$ cat config.mk
export PLATFORM = sky130hd
export DESIGN_NAME = sar_adc_sequencer
export DESIGN_NICKNAME = d
export VERILOG_FILES = /design/src/sar_adc_pkg.sv /design/src/sar_adc_sequencer.sv /design/src/sar_time_table.sv
export SDC_FILE = /design/constraint.sdc
export NUM_CORES = 1
export LEC_CHECK = 0
export ABC_AREA = 1
export BUFFER_PORTS_ARGS = -buffer_cell sky130_fd_sc_hd__buf_2
export CAP_MARGIN = 20
export CORE_UTILIZATION = 35
export CTS_BUF_LIST = sky130_fd_sc_hd__clkbuf_16
export DETAILED_ROUTE_END_ITERATION = 10
export MAX_ROUTING_LAYER = met4
export SETUP_SLACK_MARGIN = 0.3
export SLEW_MARGIN = 40
export SYNTH_ARGS = -nofsm -noshare
export SYNTH_HDL_FRONTEND = slang
export SYNTH_SLANG_ARGS = --single-unit
$ cat constraint.sdc
create_clock -name I_CORE_CLK -period 3.07 [get_ports I_CORE_CLK]
set_input_delay 0.614 -clock I_CORE_CLK [delete_from_list [all_inputs] [get_ports I_CORE_CLK]]
set_output_delay 0.614 -clock I_CORE_CLK [all_outputs]
set_load 0.005 [all_outputs]
$ cat src/sar_adc_pkg.sv
/*
 * Constants of the four-channel successive-approximation converter control:
 * register indexes and byte addresses, field positions, reset values and the
 * conversion-time table counted in peripheral clock ticks.
 * Assumes a 32-bit APB register bus, one register to an aligned word.
 */
package sar_adc_pkg;

    // ------------------------------------------------------------------
    // register indexes (byte address is four times the index)
    // ------------------------------------------------------------------
    localparam logic [15:0] IDX_RESULT_WIDE = 16'hff18;
    localparam logic [15:0] IDX_RESULT_HIGH = 16'hff1a;
    localparam logic [15:0] IDX_PORT_DIR    = 16'hff22;
    localparam logic [15:0] IDX_MODE        = 16'hff80;
    localparam logic [15:0] IDX_CHAN        = 16'hff81;
    localparam logic [15:0] IDX_PORT_FUNC   = 16'hff84;

    localparam int          ADDR_W           = 18;
    localparam logic [17:0] ADDR_RESULT_WIDE = {IDX_RESULT_WIDE, 2'b00};
    localparam logic [17:0] ADDR_RESULT_HIGH = {IDX_RESULT_HIGH, 2'b00};
    localparam logic [17:0] ADDR_PORT_DIR    = {IDX_PORT_DIR, 2'b00};
    localparam logic [17:0] ADDR_MODE        = {IDX_MODE, 2'b00};
    localparam logic [17:0] ADDR_CHAN        = {IDX_CHAN, 2'b00};
    localparam logic [17:0] ADDR_PORT_FUNC   = {IDX_PORT_FUNC, 2'b00};

    // ------------------------------------------------------------------
    // field positions and reset values
    // ------------------------------------------------------------------
    localparam int         MODE_RUN_BIT   = 7;
    localparam int         MODE_FR_LSB    = 3;
    localparam int         MODE_BOOST_BIT = 0;
    localparam logic [7:0] MODE_RST       = 8'h00;
    localparam logic [7:0] CHAN_RST       = 8'h00;
    localparam logic [7:0] PORT_FUNC_RST  = 8'h00;
    localparam logic [7:0] PORT_DIR_RST   = 8'hff;

    // ------------------------------------------------------------------
    // timing: clock rates and conversion table in peripheral ticks
    // ------------------------------------------------------------------
    localparam int CORE_CLK_MHZ = 250;
    localparam int FXP_MHZ      = 10;
    localparam int FXP_DIV      = CORE_CLK_MHZ / FXP_MHZ;
    localparam int RESULT_BITS  = 10;

    localparam logic [7:0] SAMPLE_TICKS [8] = '{8'h0c, 8'h18, 8'h30, 8'h58,
                                                8'h18, 8'h30, 8'h60, 8'hb0};
    localparam logic [7:0] TOTAL_TICKS  [8] = '{8'h24, 8'h30, 8'h48, 8'h70,
                                                8'h48, 8'h60, 8'h90, 8'he0};

    typedef enum logic [1:0] {
        ST_IDLE    = 2'b00,
        ST_SAMPLE  = 2'b01,
        ST_CONVERT = 2'b11
    } conv_state_e;

endpackage

$ cat src/sar_adc_sequencer.sv
/*
 * Control logic of a four-channel 10-bit successive-approximation converter
 * with its APB register file, sequencer and shared-pin function control.
 * Assumes an external comparator that reports input >= ladder tap, and a
 * ladder tap selector that follows O_TAP directly.
 */
// The APB slave port was left to the implementer.
`timescale 1ns/1ps
`default_nettype none

module sar_adc_sequencer #(
    parameter int FXP_DIV = sar_adc_pkg::FXP_DIV
) (
    input  wire logic        I_CORE_CLK,
    input  wire logic        I_NRST,
    input  wire logic        I_PSEL,
    input  wire logic        I_PENABLE,
    input  wire logic        I_PWRITE,
    input  wire logic [17:0] I_PADDR,
    input  wire logic [31:0] I_PWDATA,
    input  wire logic [3:0]  I_PSTRB,
    output logic      [31:0] O_PRDATA,
    output logic             O_PREADY,
    output logic             O_PSLVERR,
    input  wire logic        I_CMP_GE,
    output logic      [9:0]  O_TAP,
    output logic             O_SAMPLE,
    output logic      [1:0]  O_CHANNEL,
    output logic             O_REF_ENABLE,
    output logic             O_CONV_DONE,
    output logic      [3:0]  O_PIN_ANALOG,
    output logic      [3:0]  O_PIN_OUT_EN
);

    // ------------------------------------------------------------------
    // peripheral clock enable
    // ------------------------------------------------------------------
    logic [7:0] div_cnt;
    logic [7:0] next_div_cnt;
    logic       tick;

    // divider gives one enable pulse per peripheral clock period
    always_comb begin
        tick         = (div_cnt == 8'(FXP_DIV - 1));
        next_div_cnt = tick ? 8'h00 : div_cnt + 8'h01;
    end

    always_ff @(posedge I_CORE_CLK or negedge I_NRST) begin
        if (!I_NRST) begin
            div_cnt <= 8'h00;
        end else begin
            div_cnt <= next_div_cnt;
        end
    end

    // ------------------------------------------------------------------
    // register file and APB slave
    // ------------------------------------------------------------------
    logic        mode_run;
    logic [2:0]  mode_fr;
    logic        mode_boost;
    logic [1:0]  chan;
    logic [3:0]  func;
    logic [3:0]  dir;
    logic [9:0]  result;
    logic        next_mode_run;
    logic [2:0]  next_mode_fr;
    logic        next_mode_boost;
    logic [1:0]  next_chan;
    logic [3:0]  next_func;
    logic [3:0]  next_dir;
    logic [31:0] next_prdata;
    logic        next_pready;
    logic        next_pslverr;
    logic [3:0]  next_pin_oe;
    logic        setup;
    logic        wr_ok;
    logic        hit_mode;
    logic        hit_chan;
    logic        ctl_write;
    logic        new_run;

    // decode; a write lands only at the access edge with the low lane on
    always_comb begin
        setup     = I_PSEL && !I_PENABLE;
        wr_ok     = I_PSEL && I_PENABLE && O_PREADY && I_PWRITE && I_PSTRB[0];
        hit_mode  = (I_PADDR == sar_adc_pkg::ADDR_MODE);
        hit_chan  = (I_PADDR == sar_adc_pkg::ADDR_CHAN);
        ctl_write = wr_ok && (hit_mode || hit_chan);
        new_run   = (wr_ok && hit_mode) ? I_PWDATA[sar_adc_pkg::MODE_RUN_BIT] : mode_run;
    end

    // register writes and read data prepared in the setup phase
    always_comb begin
        next_mode_run   = mode_run;
        next_mode_fr    = mode_fr;
        next_mode_boost = mode_boost;
        next_chan       = chan;
        next_func       = func;
        next_dir        = dir;
        next_prdata     = O_PRDATA;
        next_pready     = setup;
        next_pslverr    = 1'b0;
        if (wr_ok && hit_mode) begin
            next_mode_run   = I_PWDATA[sar_adc_pkg::MODE_RUN_BIT];
            next_mode_fr    = I_PWDATA[sar_adc_pkg::MODE_FR_LSB +: 3];
            next_mode_boost = I_PWDATA[sar_adc_pkg::MODE_BOOST_BIT];
        end
        if (wr_ok && hit_chan) begin
            next_chan = I_PWDATA[1:0];
        end
        if (wr_ok && I_PADDR == sar_adc_pkg::ADDR_PORT_FUNC) begin
            next_func = I_PWDATA[3:0];
        end
        if (wr_ok && I_PADDR == sar_adc_pkg::ADDR_PORT_DIR) begin
            next_dir = I_PWDATA[3:0];
        end
        if (setup) begin
            next_prdata = 32'h0000_0000;
            case (I_PADDR)
                sar_adc_pkg::ADDR_MODE: begin
                    next_prdata[7:0] = {mode_run, 1'b0, mode_fr, 2'b00, mode_boost};
                end
                sar_adc_pkg::ADDR_CHAN:      next_prdata[7:0] = {6'h00, chan};
                sar_adc_pkg::ADDR_PORT_FUNC: next_prdata[7:0] = {4'h0, func};
                sar_adc_pkg::ADDR_PORT_DIR:  next_prdata[7:0] = {4'hf, dir};
                // wide result, whole 16-bit word, upper six zero
                sar_adc_pkg::ADDR_RESULT_WIDE: begin
                    next_prdata[15:0] = {6'h00, result};
                    next_pslverr      = I_PWRITE;
                end
                sar_adc_pkg::ADDR_RESULT_HIGH: begin
                    next_prdata[7:0] = result[9:2];
                    next_pslverr     = I_PWRITE;
                end
                default: next_pslverr = 1'b1;
            endcase
        end
        // output buffer on only for a digital pin set to output
        next_pin_oe = ~next_dir & ~next_func;
    end

    always_ff @(posedge I_CORE_CLK or negedge I_NRST) begin
        if (!I_NRST) begin
            mode_run     <= sar_adc_pkg::MODE_RST[sar_adc_pkg::MODE_RUN_BIT];
            mode_fr      <= sar_adc_pkg::MODE_RST[sar_adc_pkg::MODE_FR_LSB +: 3];
            mode_boost   <= sar_adc_pkg::MODE_RST[sar_adc_pkg::MODE_BOOST_BIT];
            chan         <= sar_adc_pkg::CHAN_RST[1:0];
            func         <= sar_adc_pkg::PORT_FUNC_RST[3:0];
            dir          <= sar_adc_pkg::PORT_DIR_RST[3:0];
            O_PRDATA     <= 32'h0000_0000;
            O_PREADY     <= 1'b0;
            O_PSLVERR    <= 1'b0;
            O_PIN_OUT_EN <= 4'h0;
        end else begin
            mode_run     <= next_mode_run;
            mode_fr      <= next_mode_fr;
            mode_boost   <= next_mode_boost;
            chan         <= next_chan;
            func         <= next_func;
            dir          <= next_dir;
            O_PRDATA     <= next_prdata;
            O_PREADY     <= next_pready;
            O_PSLVERR    <= next_pslverr;
            O_PIN_OUT_EN <= next_pin_oe;
        end
    end

    // reference generator follows boost bit, pins follow their bits
    always_comb begin
        O_REF_ENABLE = mode_boost;
        O_CHANNEL    = chan;
        O_PIN_ANALOG = func;
    end

    // ------------------------------------------------------------------
    // conversion sequencer
    // ------------------------------------------------------------------
    sar_adc_pkg::conv_state_e state;
    sar_adc_pkg::conv_state_e next_state;
    logic [7:0] cnt;
    logic [7:0] next_cnt;
    logic [9:0] next_tap;
    logic [9:0] next_result;
    logic       next_done;
    logic       next_sample;
    logic [7:0] sample_ticks;
    logic [7:0] convert_ticks;
    logic [1:0] trial_shift;
    logic [7:0] trial_idx;
    logic [7:0] trial_pos;
    logic [7:0] trial_mask;
    logic [3:0] bit_pos;

    sar_time_table u_time (
        .i_code          (mode_fr),
        .o_sample_ticks  (sample_ticks),
        .o_convert_ticks (convert_ticks),
        .o_trial_shift   (trial_shift)
    );

    // O_TAP is the approximation register itself; the ladder taps off it
    always_comb begin
        next_state  = state;
        next_cnt    = cnt;
        next_tap    = O_TAP;
        next_result = result;
        next_done   = 1'b0;
        trial_mask  = (trial_shift == 2'd2) ? 8'h03 : 8'h01;
        trial_idx   = cnt >> trial_shift;
        trial_pos   = cnt & trial_mask;
        bit_pos     = 4'h9 - trial_idx[3:0];
        if (ctl_write) begin
            // abort, restart a full conversion time if running, no store
            next_state = new_run ? sar_adc_pkg::ST_SAMPLE : sar_adc_pkg::ST_IDLE;
            next_cnt   = 8'h00;
            next_tap   = 10'h000;
        end else if (!mode_run) begin
            // stop at once; idle whenever run is clear
            next_state = sar_adc_pkg::ST_IDLE;
            next_cnt   = 8'h00;
        end else begin
            case (state)
                sar_adc_pkg::ST_IDLE: begin
                    next_state = sar_adc_pkg::ST_SAMPLE;
                    next_cnt   = 8'h00;
                    next_tap   = 10'h000;
                end
                sar_adc_pkg::ST_SAMPLE: begin
                    // sample for the configured ticks, then hold
                    if (tick) begin
                        if (cnt == sample_ticks - 8'h01) begin
                            next_state = sar_adc_pkg::ST_CONVERT;
                            next_cnt   = 8'h00;
                        end else begin
                            next_cnt = cnt + 8'h01;
                        end
                    end
                end
                sar_adc_pkg::ST_CONVERT: begin
                    if (tick) begin
                        next_cnt = cnt + 8'h01;
                        // set trial bit, then keep it only if input >= tap
                        if (trial_idx < 8'(sar_adc_pkg::RESULT_BITS)) begin
                            if (trial_pos == 8'h00) begin
                                next_tap[bit_pos] = 1'b1;
                            end else if (trial_pos == trial_mask && !I_CMP_GE) begin
                                next_tap[bit_pos] = 1'b0;
                            end
                        end
                        // store, pulse done, begin next sample
                        if (cnt == convert_ticks - 8'h01) begin
                            next_result = O_TAP;
                            next_done   = 1'b1;
                            next_state  = sar_adc_pkg::ST_SAMPLE;
                            next_cnt    = 8'h00;
                            next_tap    = 10'h000;
                        end
                    end
                end
                default: begin
                    next_state = sar_adc_pkg::ST_IDLE;
                    next_cnt   = 8'h00;
                end
            endcase
        end
        next_sample = (next_state == sar_adc_pkg::ST_SAMPLE);
    end

    // result reset to zero stands for the undefined power-up content
    always_ff @(posedge I_CORE_CLK or negedge I_NRST) begin
        if (!I_NRST) begin
            state       <= sar_adc_pkg::ST_IDLE;
            cnt         <= 8'h00;
            O_TAP       <= 10'h000;
            result      <= 10'h000;
            O_CONV_DONE <= 1'b0;
            O_SAMPLE    <= 1'b0;
        end else begin
            state       <= next_state;
            cnt         <= next_cnt;
            O_TAP       <= next_tap;
            result      <= next_result;
            O_CONV_DONE <= next_done;
            O_SAMPLE    <= next_sample;
        end
    end
endmodule
`default_nettype wire

$ cat src/sar_time_table.sv
/*
 * Conversion-time lookup: sampling and comparison lengths in peripheral
 * ticks for a conversion-time select code, plus the log2 of one bit trial.
 * Assumes the code is stable while a conversion runs.
 */
`timescale 1ns/1ps
`default_nettype none

module sar_time_table (
    input  wire logic [2:0] i_code,
    output logic      [7:0] o_sample_ticks,
    output logic      [7:0] o_convert_ticks,
    output logic      [1:0] o_trial_shift
);

    // comparison phase is total minus sampling: 24 or 48 ticks, so a
    // trial of 2 or 4 ticks fits ten trials and leaves room to store
    always_comb begin
        o_sample_ticks  = sar_adc_pkg::SAMPLE_TICKS[i_code];
        o_convert_ticks = sar_adc_pkg::TOTAL_TICKS[i_code] - sar_adc_pkg::SAMPLE_TICKS[i_code];
        o_trial_shift   = i_code[2] ? 2'd2 : 2'd1;
    end

endmodule
`default_nettype wire

After elaboration in Yosys (flattened, before gate mapping)
Memory sizes are Yosys's and may differ from the RTL's.
Cells that the tools add are included.
Cells by class
  reduce and logical (&&, ||, !) cells: 24
  bitwise gates (word level): 9
  equality and inequality tests: 19
  magnitude comparators: 4
  muxes and demuxes: 44
  shifts and indexed selects: 1
  $add $sub $neg: 6
Operators with widths (number)
  $eq A18 B18 Y1 const B: 6
  $mux W8: 11
  $mux W10: 7
  $pmux W8 S6: 1
  $pmux W10 S2: 1
  $mux W2: 9
  $add A8 B1 Y8 const B: 2
  $eq A8 B8 Y1: 2
  $pmux W8 S2: 1
  $sub A8 B1 Y8 const B: 2
  $logic_and A1 B1 Y1: 12
  $ne A4 B4 Y1 const B: 3
  $and A10 B10 Y10: 1
  $not A10 Y10: 1
  $or A10 B10 Y10: 1
  $reduce_and A5 Y1: 2
  $mux W1: 9
  $and A8 B2 Y8: 1
  $eq A8 B2 Y1: 1
  $eq A8 B5 Y1 const B: 1
  $logic_not A8 Y1: 1
  $lt A8 B4 Y1 const B: 1
  $mux W4: 2
  $not A4 Y4: 2
  24 further kinds: 27
Word-level totals
  word-level logic and storage cells: 126
  register bits: 77
  memories: 2
  output and inout bits: 57
  bits in read-only memories: 128
Memories
  (name not given): depth 8, width 8, read ports 1, clocked after Yosys merged registers in 0, wr ports 0, line sar_time_table.sv:20  | o_convert_ticks = sar_adc_pkg::TOTAL_TICKS[i_code] - sar_adc_pkg::SAMPLE_TICKS[i_code];
  (name not given): depth 8, width 8, read ports 1, clocked after Yosys merged registers in 0, wr ports 0, line sar_time_table.sv:20

Longest topological paths before layout
Gate-level depths: netlist of run 1.
  word-level depth: 17
  depth in mapped cells: 21
  depth with buffers taken out: 20

Hierarchy
From an unflattened synthesis of run 1, not the netlist that was laid out.
Second synthesis, totals
  cells, all modules: 753
  area total of the unflattened synthesis: 5157.4 um^2
By module, submodules not included
  sar_adc_sequencer: cells an instance 692, area an instance 4823.4 um^2, sequential area each 1781.7 um^2, instances 1
  sar_time_table: cells an instance 61, area an instance 334.1 um^2, sequential area each 0.0 um^2, instances 1

Worst setup path before layout of run 1
Ideal clock, no wire load.
  kind: register to register
  start point: register mode_fr[2]
  end point: register result[3]
  library setup time: 0.117 ns
  arrival: 2.511 ns
  stages on the path, launching flop included: 17
  period minus slack after synthesis: 2.627 ns
  path slack: 0.443 ns
  data required time: 2.953 ns
  path buffers: 3
  cell sequence: dfrtp_1 > buf_6 > buf_4 > o21ai_0 > nor2_1 > ha_1 > inv_1 > fa_1 > xor2_1 > nand3_1 > nor2_1 > nand4_1 > clkinv_1 > nand4_2 > buf_2 > nand2_1 > nand2_1
Between the ends
  word-level cells in the longest chain between the ends: 8
  elaborated cells between the ends (all ways): 11
  those cells by class: add/sub: 2; eq/ne: 1; mux: 4; bitwise: 1; reduce/logical: 1; memory: 2
RTL lines
  from (decl): line sar_adc_sequencer.sv:60  | logic [2:0] mode_fr;
  from (signal assigned): line sar_adc_sequencer.sv:146  | mode_fr <= sar_adc_pkg::MODE_RST[sar_adc_pkg::MODE_FR_LSB +: 3];
  from (signal assigned): line sar_adc_sequencer.sv:157  | mode_fr <= next_mode_fr;
  $not A3 Y4 (implied by the code) (*): line sar_time_table.sv:20
  $mem_v2 Z8 W8
  $mux W8 (implied by the code): line sar_time_table.sv:20
  $mux W8 (on tied branches)
  $sub A8 B8 Y8 (*): line sar_time_table.sv:20
  $sub A8 B1 Y8 (*): line sar_adc_sequencer.sv:252  | if (cnt == convert_ticks - 8'h01) begin
  $eq A8 B8 Y1 (*): line sar_adc_sequencer.sv:252
  $reduce_and A5 Y1 (no line) (*)
  to (signal assigned): line sar_adc_sequencer.sv:283  | result <= next_result;
  to (decl): line sar_adc_sequencer.sv:65  | logic [9:0] result;
Mark *: on every way between the ends. The rest lies on a longest branch, timed or not. The select of a mux whose other input is x is not followed.
A chain may end at the register's enable or synchronous reset.

Final worst setup path of run 1
  start point: register mode_fr[0]
  end point: register O_TAP[2]
Between the ends
  word-level cells in the longest chain between the ends: 12
  elaborated cells between the ends (all ways): 18
  those cells by class: add/sub: 2; eq/ne: 3; mux: 9; bitwise: 1; reduce/logical: 1; memory: 2
RTL lines
  $not A3 Y4 (implied by the code) (*): line sar_time_table.sv:20
  $mem_v2 Z8 W8
  $mux W8 (implied by the code): line sar_time_table.sv:20
  $mux W8 (on tied branches)
  $sub A8 B8 Y8 (*): line sar_time_table.sv:20
  $sub A8 B1 Y8 (*): line sar_adc_sequencer.sv:252
  $eq A8 B8 Y1 (*): line sar_adc_sequencer.sv:252
  $mux W10: line sar_adc_sequencer.sv:252
  $mux W10: line sar_adc_sequencer.sv:241  | if (tick) begin
  $pmux W10 S2: line sar_adc_sequencer.sv:223  | case (state)
  $mux W10: line sar_adc_sequencer.sv:218  | end else if (!mode_run) begin
  $mux W10: line sar_adc_sequencer.sv:213  | if (ctl_write) begin
  to (signal assigned): line sar_adc_sequencer.sv:282  | O_TAP <= next_tap;
  to (decl): line sar_adc_sequencer.sv:26  | output logic [9:0] O_TAP,
Marked as above.

==> results.md, run 1 <==
- Area Overhead vs Synth: 19.2%
- Clock tree from TritonCTS: done
- Power per Cell Area: 384 nW/µm²
- Worst endpoint required time: 3300 ps
- Post-placement cell area: 5140 µm²
- Routed length on met1: 5280 µm
- Std-Cell Core Area: 13200 µm²
- Routed vias/inst: 4.90
- Final sum of negative setup slack: 0 ps
- Dpl hpwl: 8720 µm
- Post-route cell area: 5620 µm²
- Number of hold violations in the final report: 0
- Highest clock rate: 369 MHz
- Ranking of synthesized cells by area: dfrtp_1 36%, nand2_1 16%, nand4_1 5.6%, nand3_1 5.5%, inv_1 4.3%
- Worst endpoint data arrival time: 2940 ps
- Wire per inst: 13.1 µm
- Maximum number of buffers from clock root to sink: 2
- Maximum ir drop on the vdd rail: 0.253 mV
- Wire length of the first global-routing pass: 19400 µm
- Largest net degree at the start of global routing: 72
- Setup repair after global routing missed its margin: true
- Antenna cells: 0
- Met2 wirelength from detailed routing: 5720 µm
- Most repeated cell in the gate-level netlist after synthesis: nand2_1
- Antenna violations before repair: 0
- Synth Instances: 645
- Total number of placement rows: 42
- Transition time of the tightest slew-check pin: 748 ps
- Post-synth EDFFs: 0
- Overall routed net length: 11900 µm
- Yosys Warn Count: 0
- Buffer cell driving the clock tree root: clkbuf_16
- Count of nets left with antenna violations after detail routing: 0
- Number of remaining DRC errors: 0
- Met3 layer wire length in the routed design: 614 µm
- FFs w/ async S/R, synth: 1.00
- Die outline height: 118 µm
- Library cell with the largest summed area after synthesis: dfrtp_1
- Iteration-0 DRC Markers: 358
- Average instance area after synthesis: 7.30 µm²
- Cts hold-fix bufs: 0
- Die Width: 118 µm
- Vias in the first global route: 4176
- I/O pins: 117
- CTS sink cnt: 71
- Leakage power: 2.83 nW
- Detailed Routing Iterations Pass 1: 4
- Max transition margin: 0.496
- Synth cell types: 49
- Sequential cell area fraction in the yosys report: 0.378
- Post-layout net count: 791
- Worst min-delay path class: in2async
- Clock period minus final worst setup slack: 2710 ps
- Number of max-capacitance violations reported: 0
- Share of layout cells above drive strength 1: 0.244
- Most frequently used flop master after synthesis: dfrtp_1
- Initial core utilization: 0.357
- CTS clock-pin slew for the worst setup and hold paths: 60 ps
- Setup Viol. Count Final: 0
- Critical path startpoint category: flop
- Final Slew Violations: 0
- Share of the synthesized area in the top cell type: 0.356
- Worst clock skew on the final layout: 5.59 ps
- Top routing layer used: met4
- Netlist area before placement: 4710 µm²
- Post-layout utilization of the core: 0.426
- Total routing usage reported by global routing: 0.178
- Number of register bits inferred by synthesis: 71
- Max Fanout on Critical Path: 7
- Maximum level of the CTS H-tree: 3
- Total number of vias: 4423
- Setup crit end kind: flop
- Final estimated routing congestion in global placement: 0.933
- Die area: 13900 µm²
- Final period utilization: 0.882
- Grt ovf: 0
- PortBufs: 66
- Critical Setup Path Class: reg2reg
- Skew-Pair Late Insertion Delay: 340 ps
- TritonCTS Buffers: 9
- Result of the run: finished, final reports clean
- Top post-synthesis cells by count: 198 x nand2_1, 67 x dfrtp_1, 54 x inv_1
==> cells in the final DEF (no fill, tap or decap), drive strengths merged, types with 2 or more instances in the layout <==
cell	count
a21oi	24
and2	2
buf	81
bufinv	2
clkbuf	9
clkinv	6
conb	22
dfrtp	67
dfstp	4
ha	9
inv	76
nand2	206
nand3	58
nand4	45
nor2	54
nor3	6
nor4	3
o211ai	4
o21ai	27
xor2	7
==> layer usage <==
| layer | up-vias | GRT usage |
|---|---|---|
| li1 | 2221 | - |
| met1 | 2062 | 0.214 |
| met2 | 121 | 0.289 |
| met3 | 19 | 0.0470 |
| met4 | 0 | 0.0593 |
| met5 | - | - |
==> cell families after synthesis <==
family                     synth area share
AOI/OAI and AO/OA                    0.0770
DFF                                   0.378
other                              0.000796
adders and majority gates            0.0282
muxes                               0.00212
and+or+nand+nor                       0.378
buffers and inverters                 0.119
xor gates and xnor gates             0.0165
==> worst max-delay path: stages (launching register included) <==
cell and delay, ps:
dfrtp_2 480, inv_4 110, o21ai_4 70, nor2_2 110, ha_2 190, inv_2 40
fa_1 500, xor2_1 150, nand3_1 90, nor2_2 160, nand4_1 170, nand4_1 190
buf_6 160, nand2_4 70, nand2_1 60, nand2_1 50
==> registers in the layout, indices dropped and copies added (netlist names), 2 cells and up <==
name,count
result,10
cnt,8
O_PIN_OUT_EN,4
O_CHANNEL,2
state,2
mode_fr,3
dir,4
O_PRDATA,10
O_TAP,10
div_cnt,8
O_PIN_ANALOG,4
==> repair_timing <==
| action | 4_1_cts | 5_1_grt |
|---|---|---|
| gates resized for setup | 4 | 20 |
| buffers inserted | 0 | 8 |
| gates cloned | 0 | 1 |
| setup endpoints to repair | 20 | 27 |
| pin swaps | 0 | 6 |
| hold endpoints to repair | 0 | 0 |
==> cell type report <==
cell class | count | area (µm²)
Inverter | 78 | 295
Clock inverter | 7 | 97.6
Fill cell | 1360 | 7570
Clock buffer | 9 | 225
Multi-Input combinational cell | 480 | 2530
Timing Repair Buffer | 81 | 467
Tap cell | 176 | 220
Sequential cell | 71 | 1790
==> final timing paths <==
check	to	depth (start not counted)	slack (ps)	start
worst max-delay path	O_TAP[2]$_DFFE_PN0P_	15	360	mode_fr[0]$_DFFE_PN0P_
worst min-delay path	O_PIN_OUT_EN[2]$_DFF_PN0_	2	280	I_NRST
worst max register to register	O_TAP[2]$_DFFE_PN0P_	15	360	mode_fr[0]$_DFFE_PN0P_
worst min register to register	O_PRDATA[6]$_DFFE_PN0P_	2	480	O_PRDATA[6]$_DFFE_PN0P_
max in group asynchronous	dir[1]$_DFF_PN1_	2	2440	I_NRST
min in group I_CORE_CLK	O_PRDATA[6]$_DFFE_PN0P_	2	480	O_PRDATA[6]$_DFFE_PN0P_
==> stage by stage <==
stage	std cells	hold WS (ps)	worst slack (ps)	total power (W)
after floorplan	666	318	443	0.00101
after global placement	877	462	193	0.00105
after detailed placement	877	464	177	0.00105
after CTS	893	319	302	0.00219
after global routing	902	312	198	0.00223
final	902	283	363	0.00216
==> power by group <==
group,total (W),switching [W],internal (W)
Combinational,0.0000922,0.0000646,0.0000276
Sequential,0.000940,0.00000121,0.000939
Clock,0.00113,0.000412,0.000713
No activity file was read; power rests on OpenSTA's default activity.
==> inputs of run 2 (changes only) <==
Settings changed: RECOVER_POWER set to 50, SKIP_CTS_REPAIR_TIMING set to 1.
==> results.md, run 2 (synthesis gave the netlist of run 1 again) <==
- Wire per inst: 13.1 µm
- Die outline height: 118 µm
- Leading cell type in the layout, fill and taps excluded: nand2_1
- Power per Cell Area: 383 nW/µm²
- Highest clock rate: 364 MHz
- Total number of vias: 4427
- I/O pins: 117
- Post-route non-filler standard cell count: 906
- Internal portion of total power: 0.00168 W
- Vias in the first global route: 4171
- Antenna violations before repair: 0
- Maximum ir drop on the vdd rail: 0.258 mV
- Count of nets left with antenna violations after detail routing: 0
- Die area: 13900 µm²
- Max Fanout on Critical Path: 7
- Final estimated routing congestion in global placement: 0.933
- Result of the run: complete, but fails checks
- Maximum level of the CTS H-tree: 3
- Routed vias/inst: 4.89
- Commonest cells after routing, fill and taps aside: 195 x nand2_1, 64 x dfrtp_1, 62 x buf_2
- Worst min-delay path class: reg2reg
- Wire length of the first global-routing pass: 19400 µm
- Combinational share of power: 0.041
- Buffer cell driving the clock tree root: clkbuf_16
- Leakage power: 2.86 nW
- Area Overhead vs Synth: 19.8%
- Overall routed net length: 11800 µm
- Violated checks: max-capacitance violations, max-slew violations
- Total number of placement rows: 42
- Dpl hpwl: 8720 µm
- Maximum number of buffers from clock root to sink: 2
- Number of max-capacitance violations reported: 1
- Sequential share of power: 0.436
- Setup Viol. Count Final: 0
- Antenna cells: 0
- Detailed Routing Iterations Pass 1: 4
- Clock period minus final worst setup slack: 2750 ps
- Worst clock skew on the final layout: 6.04 ps
- Final period utilization: 0.895
- Switching power: 0.000481 W
- Critical path startpoint category: flop
- Critical Setup Path Class: reg2reg
- Iteration-0 DRC Markers: 337
- Total routing usage reported by global routing: 0.178
- Max transition margin: -0.175
- Initial core utilization: 0.357
- PortBufs: 66
- CTS clock-pin slew for the worst setup and hold paths: 60 ps
- Worst endpoint required time: 3350 ps
- Grt ovf: 0
- Final Slew Violations: 72
- Transition time of the tightest slew-check pin: 1760 ps
- Part of the power in the clock network: 0.523
- Largest registers: O_PRDATA (10), O_TAP (10), result (10)
- TritonCTS Buffers: 9
- Number of hold violations in the final report: 0
- Std-Cell Core Area: 13200 µm²
- Die Width: 118 µm
- Switching part of the total power: 0.223
- Setup crit end kind: flop
- Instance count after placement with tap cells included: 877
- Share of layout cells above drive strength 1: 0.241
- Worst endpoint data arrival time: 3030 ps
- Number of remaining DRC errors: 0
- CTS sink cnt: 71
- Setup repair after global routing missed its margin: true
- Post-layout net count: 795
- Overall power consumption: 0.00216 W
- Final sum of negative setup slack: 0 ps
- Post-route cell area: 5640 µm²
- Skew-Pair Late Insertion Delay: 340 ps
- Largest net degree at the start of global routing: 72
- Post-placement cell area: 5140 µm²
- Clock tree from TritonCTS: done
==> run 2: cell types whose count changed in the layout (fill, tap and decap cells not counted), moves of 2 or more <==
| cell | previous run | this run |
|---|---|---|
| clkbuf_1 | 0 | 5 |
| buf_2 | 66 | 62 |
| buf_6 | 3 | 5 |
| inv_2 | 20 | 18 |
==> run 2: worst paths after layout <==
path                       depth (start not counted)                    start  slack, ps                   endpoint
setup / recovery                                  15   mode_fr[0]$_DFFE_PN0P_        320       O_TAP[9]$_DFFE_PN0P_
hold / removal                                     2  O_PRDATA[6]$_DFFE_PN0P_        480    O_PRDATA[6]$_DFFE_PN0P_
setup reg to reg                                  15   mode_fr[0]$_DFFE_PN0P_        320       O_TAP[9]$_DFFE_PN0P_
hold reg to reg                                    2  O_PRDATA[6]$_DFFE_PN0P_        480    O_PRDATA[6]$_DFFE_PN0P_
max in group asynchronous                          2                   I_NRST       1080     mode_fr[0]$_DFFE_PN0P_
min in group asynchronous                          2                   I_NRST        820  O_PIN_OUT_EN[2]$_DFF_PN0_
==> run 2: critical path, cell delays in order, from the launching register on <==
cell and delay [ps]:
dfrtp_2 460, buf_12 150, nor2_4 130, nand2_4 100
inv_4 70, nor2_4 40, fa_2 580, xor2_1 140
nand3_1 100, nor2_2 160, nand4_1 170, nand4_1 160
buf_6 150, buf_6 120, nand3_1 90, nand2_1 70
==> run 2: metal layers <==
| layer | vias to the layer above | track usage | wire (µm) |
|---|---|---|---|
| met5 | - | - | 0 |
| met3 | 23 | 0.0470 | 609 |
| met2 | 124 | 0.289 | 5600 |
| li1 | 2229 | - | - |
| met4 | 0 | 0.0593 | 260 |
| met1 | 2051 | 0.213 | 5370 |
==> run 2: power groups by stage <==
stage	clock, W	combinational, W	sequential, W
detailed placement	0	0.0000935	0.000957
floorplan	0	0.0000549	0.000958
finish	0.00113	0.0000886	0.000940
global placement	0	0.0000920	0.000957
CTS	0.00116	0.0000943	0.000940
global route	0.00119	0.000101	0.000940
==> run 2: stage by stage <==
step	hold WS, ps	util	setup WS (ps)
floorplan	318	-	443
detailed placement	464	0.389	177
global route	505	0.428	169
global placement	462	0.389	193
CTS	319	0.414	146
finish	476	0.428	323
==> run 2: layout make-up <==
class | instances | area (µm²)
multi-input combinational | 479 | 2510
inverter | 78 | 298
timing repair buffer | 86 | 500
tap | 176 | 220
clock buffer | 9 | 225
fill | 1362 | 7550
clock inverter | 7 | 97.6
sequential | 71 | 1790
==> inputs of run 3 (changes only) <==
Settings changed: ABC_AREA 1 to 0, PLACE_DENSITY set to 0.62.
==> results.md, run 3 <==
- Total number of placement rows: 40
- Antenna violations before repair: 0
- Number of remaining DRC errors: 0
- Final estimated routing congestion in global placement: 0.849
- Total number of vias: 3769
- Vias in the first global route: 3565
- Startpoint of the worst hold path: O_PRDATA[8]$_DFFE_PN0P_
- Highest clock rate: 316 MHz
- Std-Cell Core Area: 12200 µm²
- Clock period minus final worst setup slack: 3170 ps
- Hold Path Depth: 2
- Leakage power: 2.53 nW
- CTS clock-pin slew for the worst setup and hold paths: 60 ps
- Launching point of the worst reg2reg path: mode_fr[1]$_DFFE_PN0P_
- Worst Reg2Reg Path Length in Cells: 14
- Most repeated cell in the gate-level netlist after synthesis: dfrtp_1
- Maximum level of the CTS H-tree: 3
- Synth Instances: 461
- Iteration-0 DRC Markers: 210
- Power per Cell Area: 353 nW/µm²
- Commonest cells after routing, fill and taps aside: 66 x dfrtp_1, 65 x buf_2, 41 x nand2_1
- Final period utilization: 1.03
- Wire per inst: 15.3 µm
- Most frequently used flop master after synthesis: dfrtp_1
- Die outline height: 115 µm
- Die Width: 115 µm
- Antenna cells: 0
- Library cell with the largest summed area after synthesis: dfrtp_1
- Leading cell type in the layout, fill and taps excluded: dfrtp_1
- CTS sink cnt: 71
- Capturing point of the worst reg2reg path: result[2]$_DFFE_PN0P_
- Number of register bits inferred by synthesis: 71
- Violated checks: max-capacitance violations, negative setup slack
- Largest registers: O_PRDATA (10), O_TAP (10), result (10)
- Max stage delay cell, worst path: fa_1
- Slowest stage delay, CP: 510 ps
- Routed vias/inst: 5.19
- Max Fanout on Critical Path: 5
- Netlist area before placement: 4440 µm²
- Initial core utilization: 0.364
- Final sum of negative setup slack: -838 ps
- Detailed Routing Iterations Pass 1: 4
- Max transition margin: 0.00480
- Worst endpoint data arrival time: 3390 ps
- Count of nets left with antenna violations after detail routing: 0
- Buffer cell driving the clock tree root: clkbuf_16
- Average instance area after synthesis: 9.64 µm²
- Dpl hpwl: 8030 µm
- Synth cell types: 67
- PortBufs: 66
- Largest net degree at the start of global routing: 30
- Setup Viol. Count Final: 10
- Yosys Warn Count: 0
- Worst endpoint required time: 3290 ps
- Die area: 13100 µm²
- Area Overhead vs Synth: 26.5%
- Top post-synthesis cells by count: 67 x dfrtp_1, 41 x nand2_1, 22 x buf_4
- Post-layout net count: 623
- Post-synth EDFFs: 0
- Setup crit end kind: flop
- Share of the synthesized area in the top cell type: 0.377
- Overall power consumption: 0.00198 W
- Final Slew Violations: 0
- FFs w/ async S/R, synth: 1.00
- Number of max-capacitance violations reported: 1
- Critical Setup Path Class: reg2reg
- Grt ovf: 0
- Setup slack, reg-to-reg: -100 ps
- I/O pins: 117
- Sink of the worst hold path: O_PRDATA[8]$_DFFE_PN0P_
- Setup repair after global routing missed its margin: true
- Total routing usage reported by global routing: 0.176
- Wire length of the first global-routing pass: 17500 µm
- Number of hold violations in the final report: 0
- Ranking of synthesized cells by area: dfrtp_1 38%, mux2_2 5.1%, buf_4 3.7%, nand2_1 3.5%, mux2_4 3.4%
- Worst setup path startpoint: mode_fr[1]$_DFFE_PN0P_
- TritonCTS Buffers: 9
- Worst-case hold slack: 457 ps
- Result of the run: complete, but fails checks
- Sequential cell area fraction in the yosys report: 0.401
- Maximum ir drop on the vdd rail: 0.251 mV
- Overall routed net length: 11100 µm
- Maximum number of buffers from clock root to sink: 2
- Skew-Pair Late Insertion Delay: 340 ps
- Worst min-delay path class: reg2reg
- Share of layout cells above drive strength 1: 0.341
- Transition time of the tightest slew-check pin: 1490 ps
- Critical path startpoint category: flop
- Clock tree from TritonCTS: done
- Worst clock skew on the final layout: 6.53 ps
- Cell-by-cell trace of the critical path: buf_6 -> xnor2_2 -> nor2_1 -> ha_2 -> inv_2 -> fa_1 -> xor2_1 -> nand4_1 -> nor4bb_4 -> o21ai_2 -> nor4_4 -> buf_4 -> clkbuf_16 -> mux2_4
- Min setup slack post-route: -97.0 ps
[run 3: kinds of logic (layout without fill, tap and decap cells)]
family	after synthesis	after routing	synth area share
and+or+nand+nor	159	159	0.204
AOI/OAI and AO/OA	99	99	0.152
DFF	71	71	0.401
buffers and inverters	65	141	0.0743
muxes	38	38	0.103
xor gates and xnor gates	18	18	0.0355
adders and majority gates	10	10	0.0299
other	1	22	0.000844
[run 3: cell type report]
cell class,count,area [µm²]
multi-input cells,346,2610
flip-flops and latches,71,1780
repair buffers,106,671
clock buffers,9,225
well taps,168,210
clock inverters,7,47.5
fillers,1139,6590
inverters,19,71.3
[run 3: per-layer routing]
metal	global-route usage	vias up	share of wire
met1	0.209	1815	0.44
li1	-	1839	-
met4	0.0485	0	0.016
met5	-	-	0
met3	0.0360	16	0.038
met2	0.301	99	0.50
[run 3: where the power goes]
group	switching [W]	internal (W)	total (W)
Clock	0.000425	0.000545	0.000970
Sequential	0.000000501	0.000937	0.000938
Combinational	0.0000508	0.0000244	0.0000751
[run 3: worst max-delay path by stage]
stage                     depth (start not counted)                     to
after floorplan                                  14  result[0]$_DFFE_PN0P_
after global placement                           13  result[3]$_DFFE_PN0P_
after detailed placement                         13  result[7]$_DFFE_PN0P_
after CTS                                        13  result[5]$_DFFE_PN0P_
after global routing                             14  result[0]$_DFFE_PN0P_
final                                            14  result[2]$_DFFE_PN0P_
[run 3: through the flow]
stage	util	cells	worst slack (ps)	cell area, µm²
floorplan	-	482	-401	4580
global placement	0.414	698	-55.0	5050
detailed placement	0.414	698	-138	5050
CTS	0.436	714	-167	5330
global route	0.460	726	-302	5620
finish	0.460	726	-97.0	5620
[run 3: critical path: cells and delay by family, from the launching register on]
kind	cells	cell delay, ps
buffers and inverters	4	490
adder cells (fa/ha/maj)	2	710
AND/OR/NAND/NOR	4	730
multiplexers	1	290
flip-flops	1	400
AO/OA/AOI/OAI	1	150
XOR/XNOR	2	290
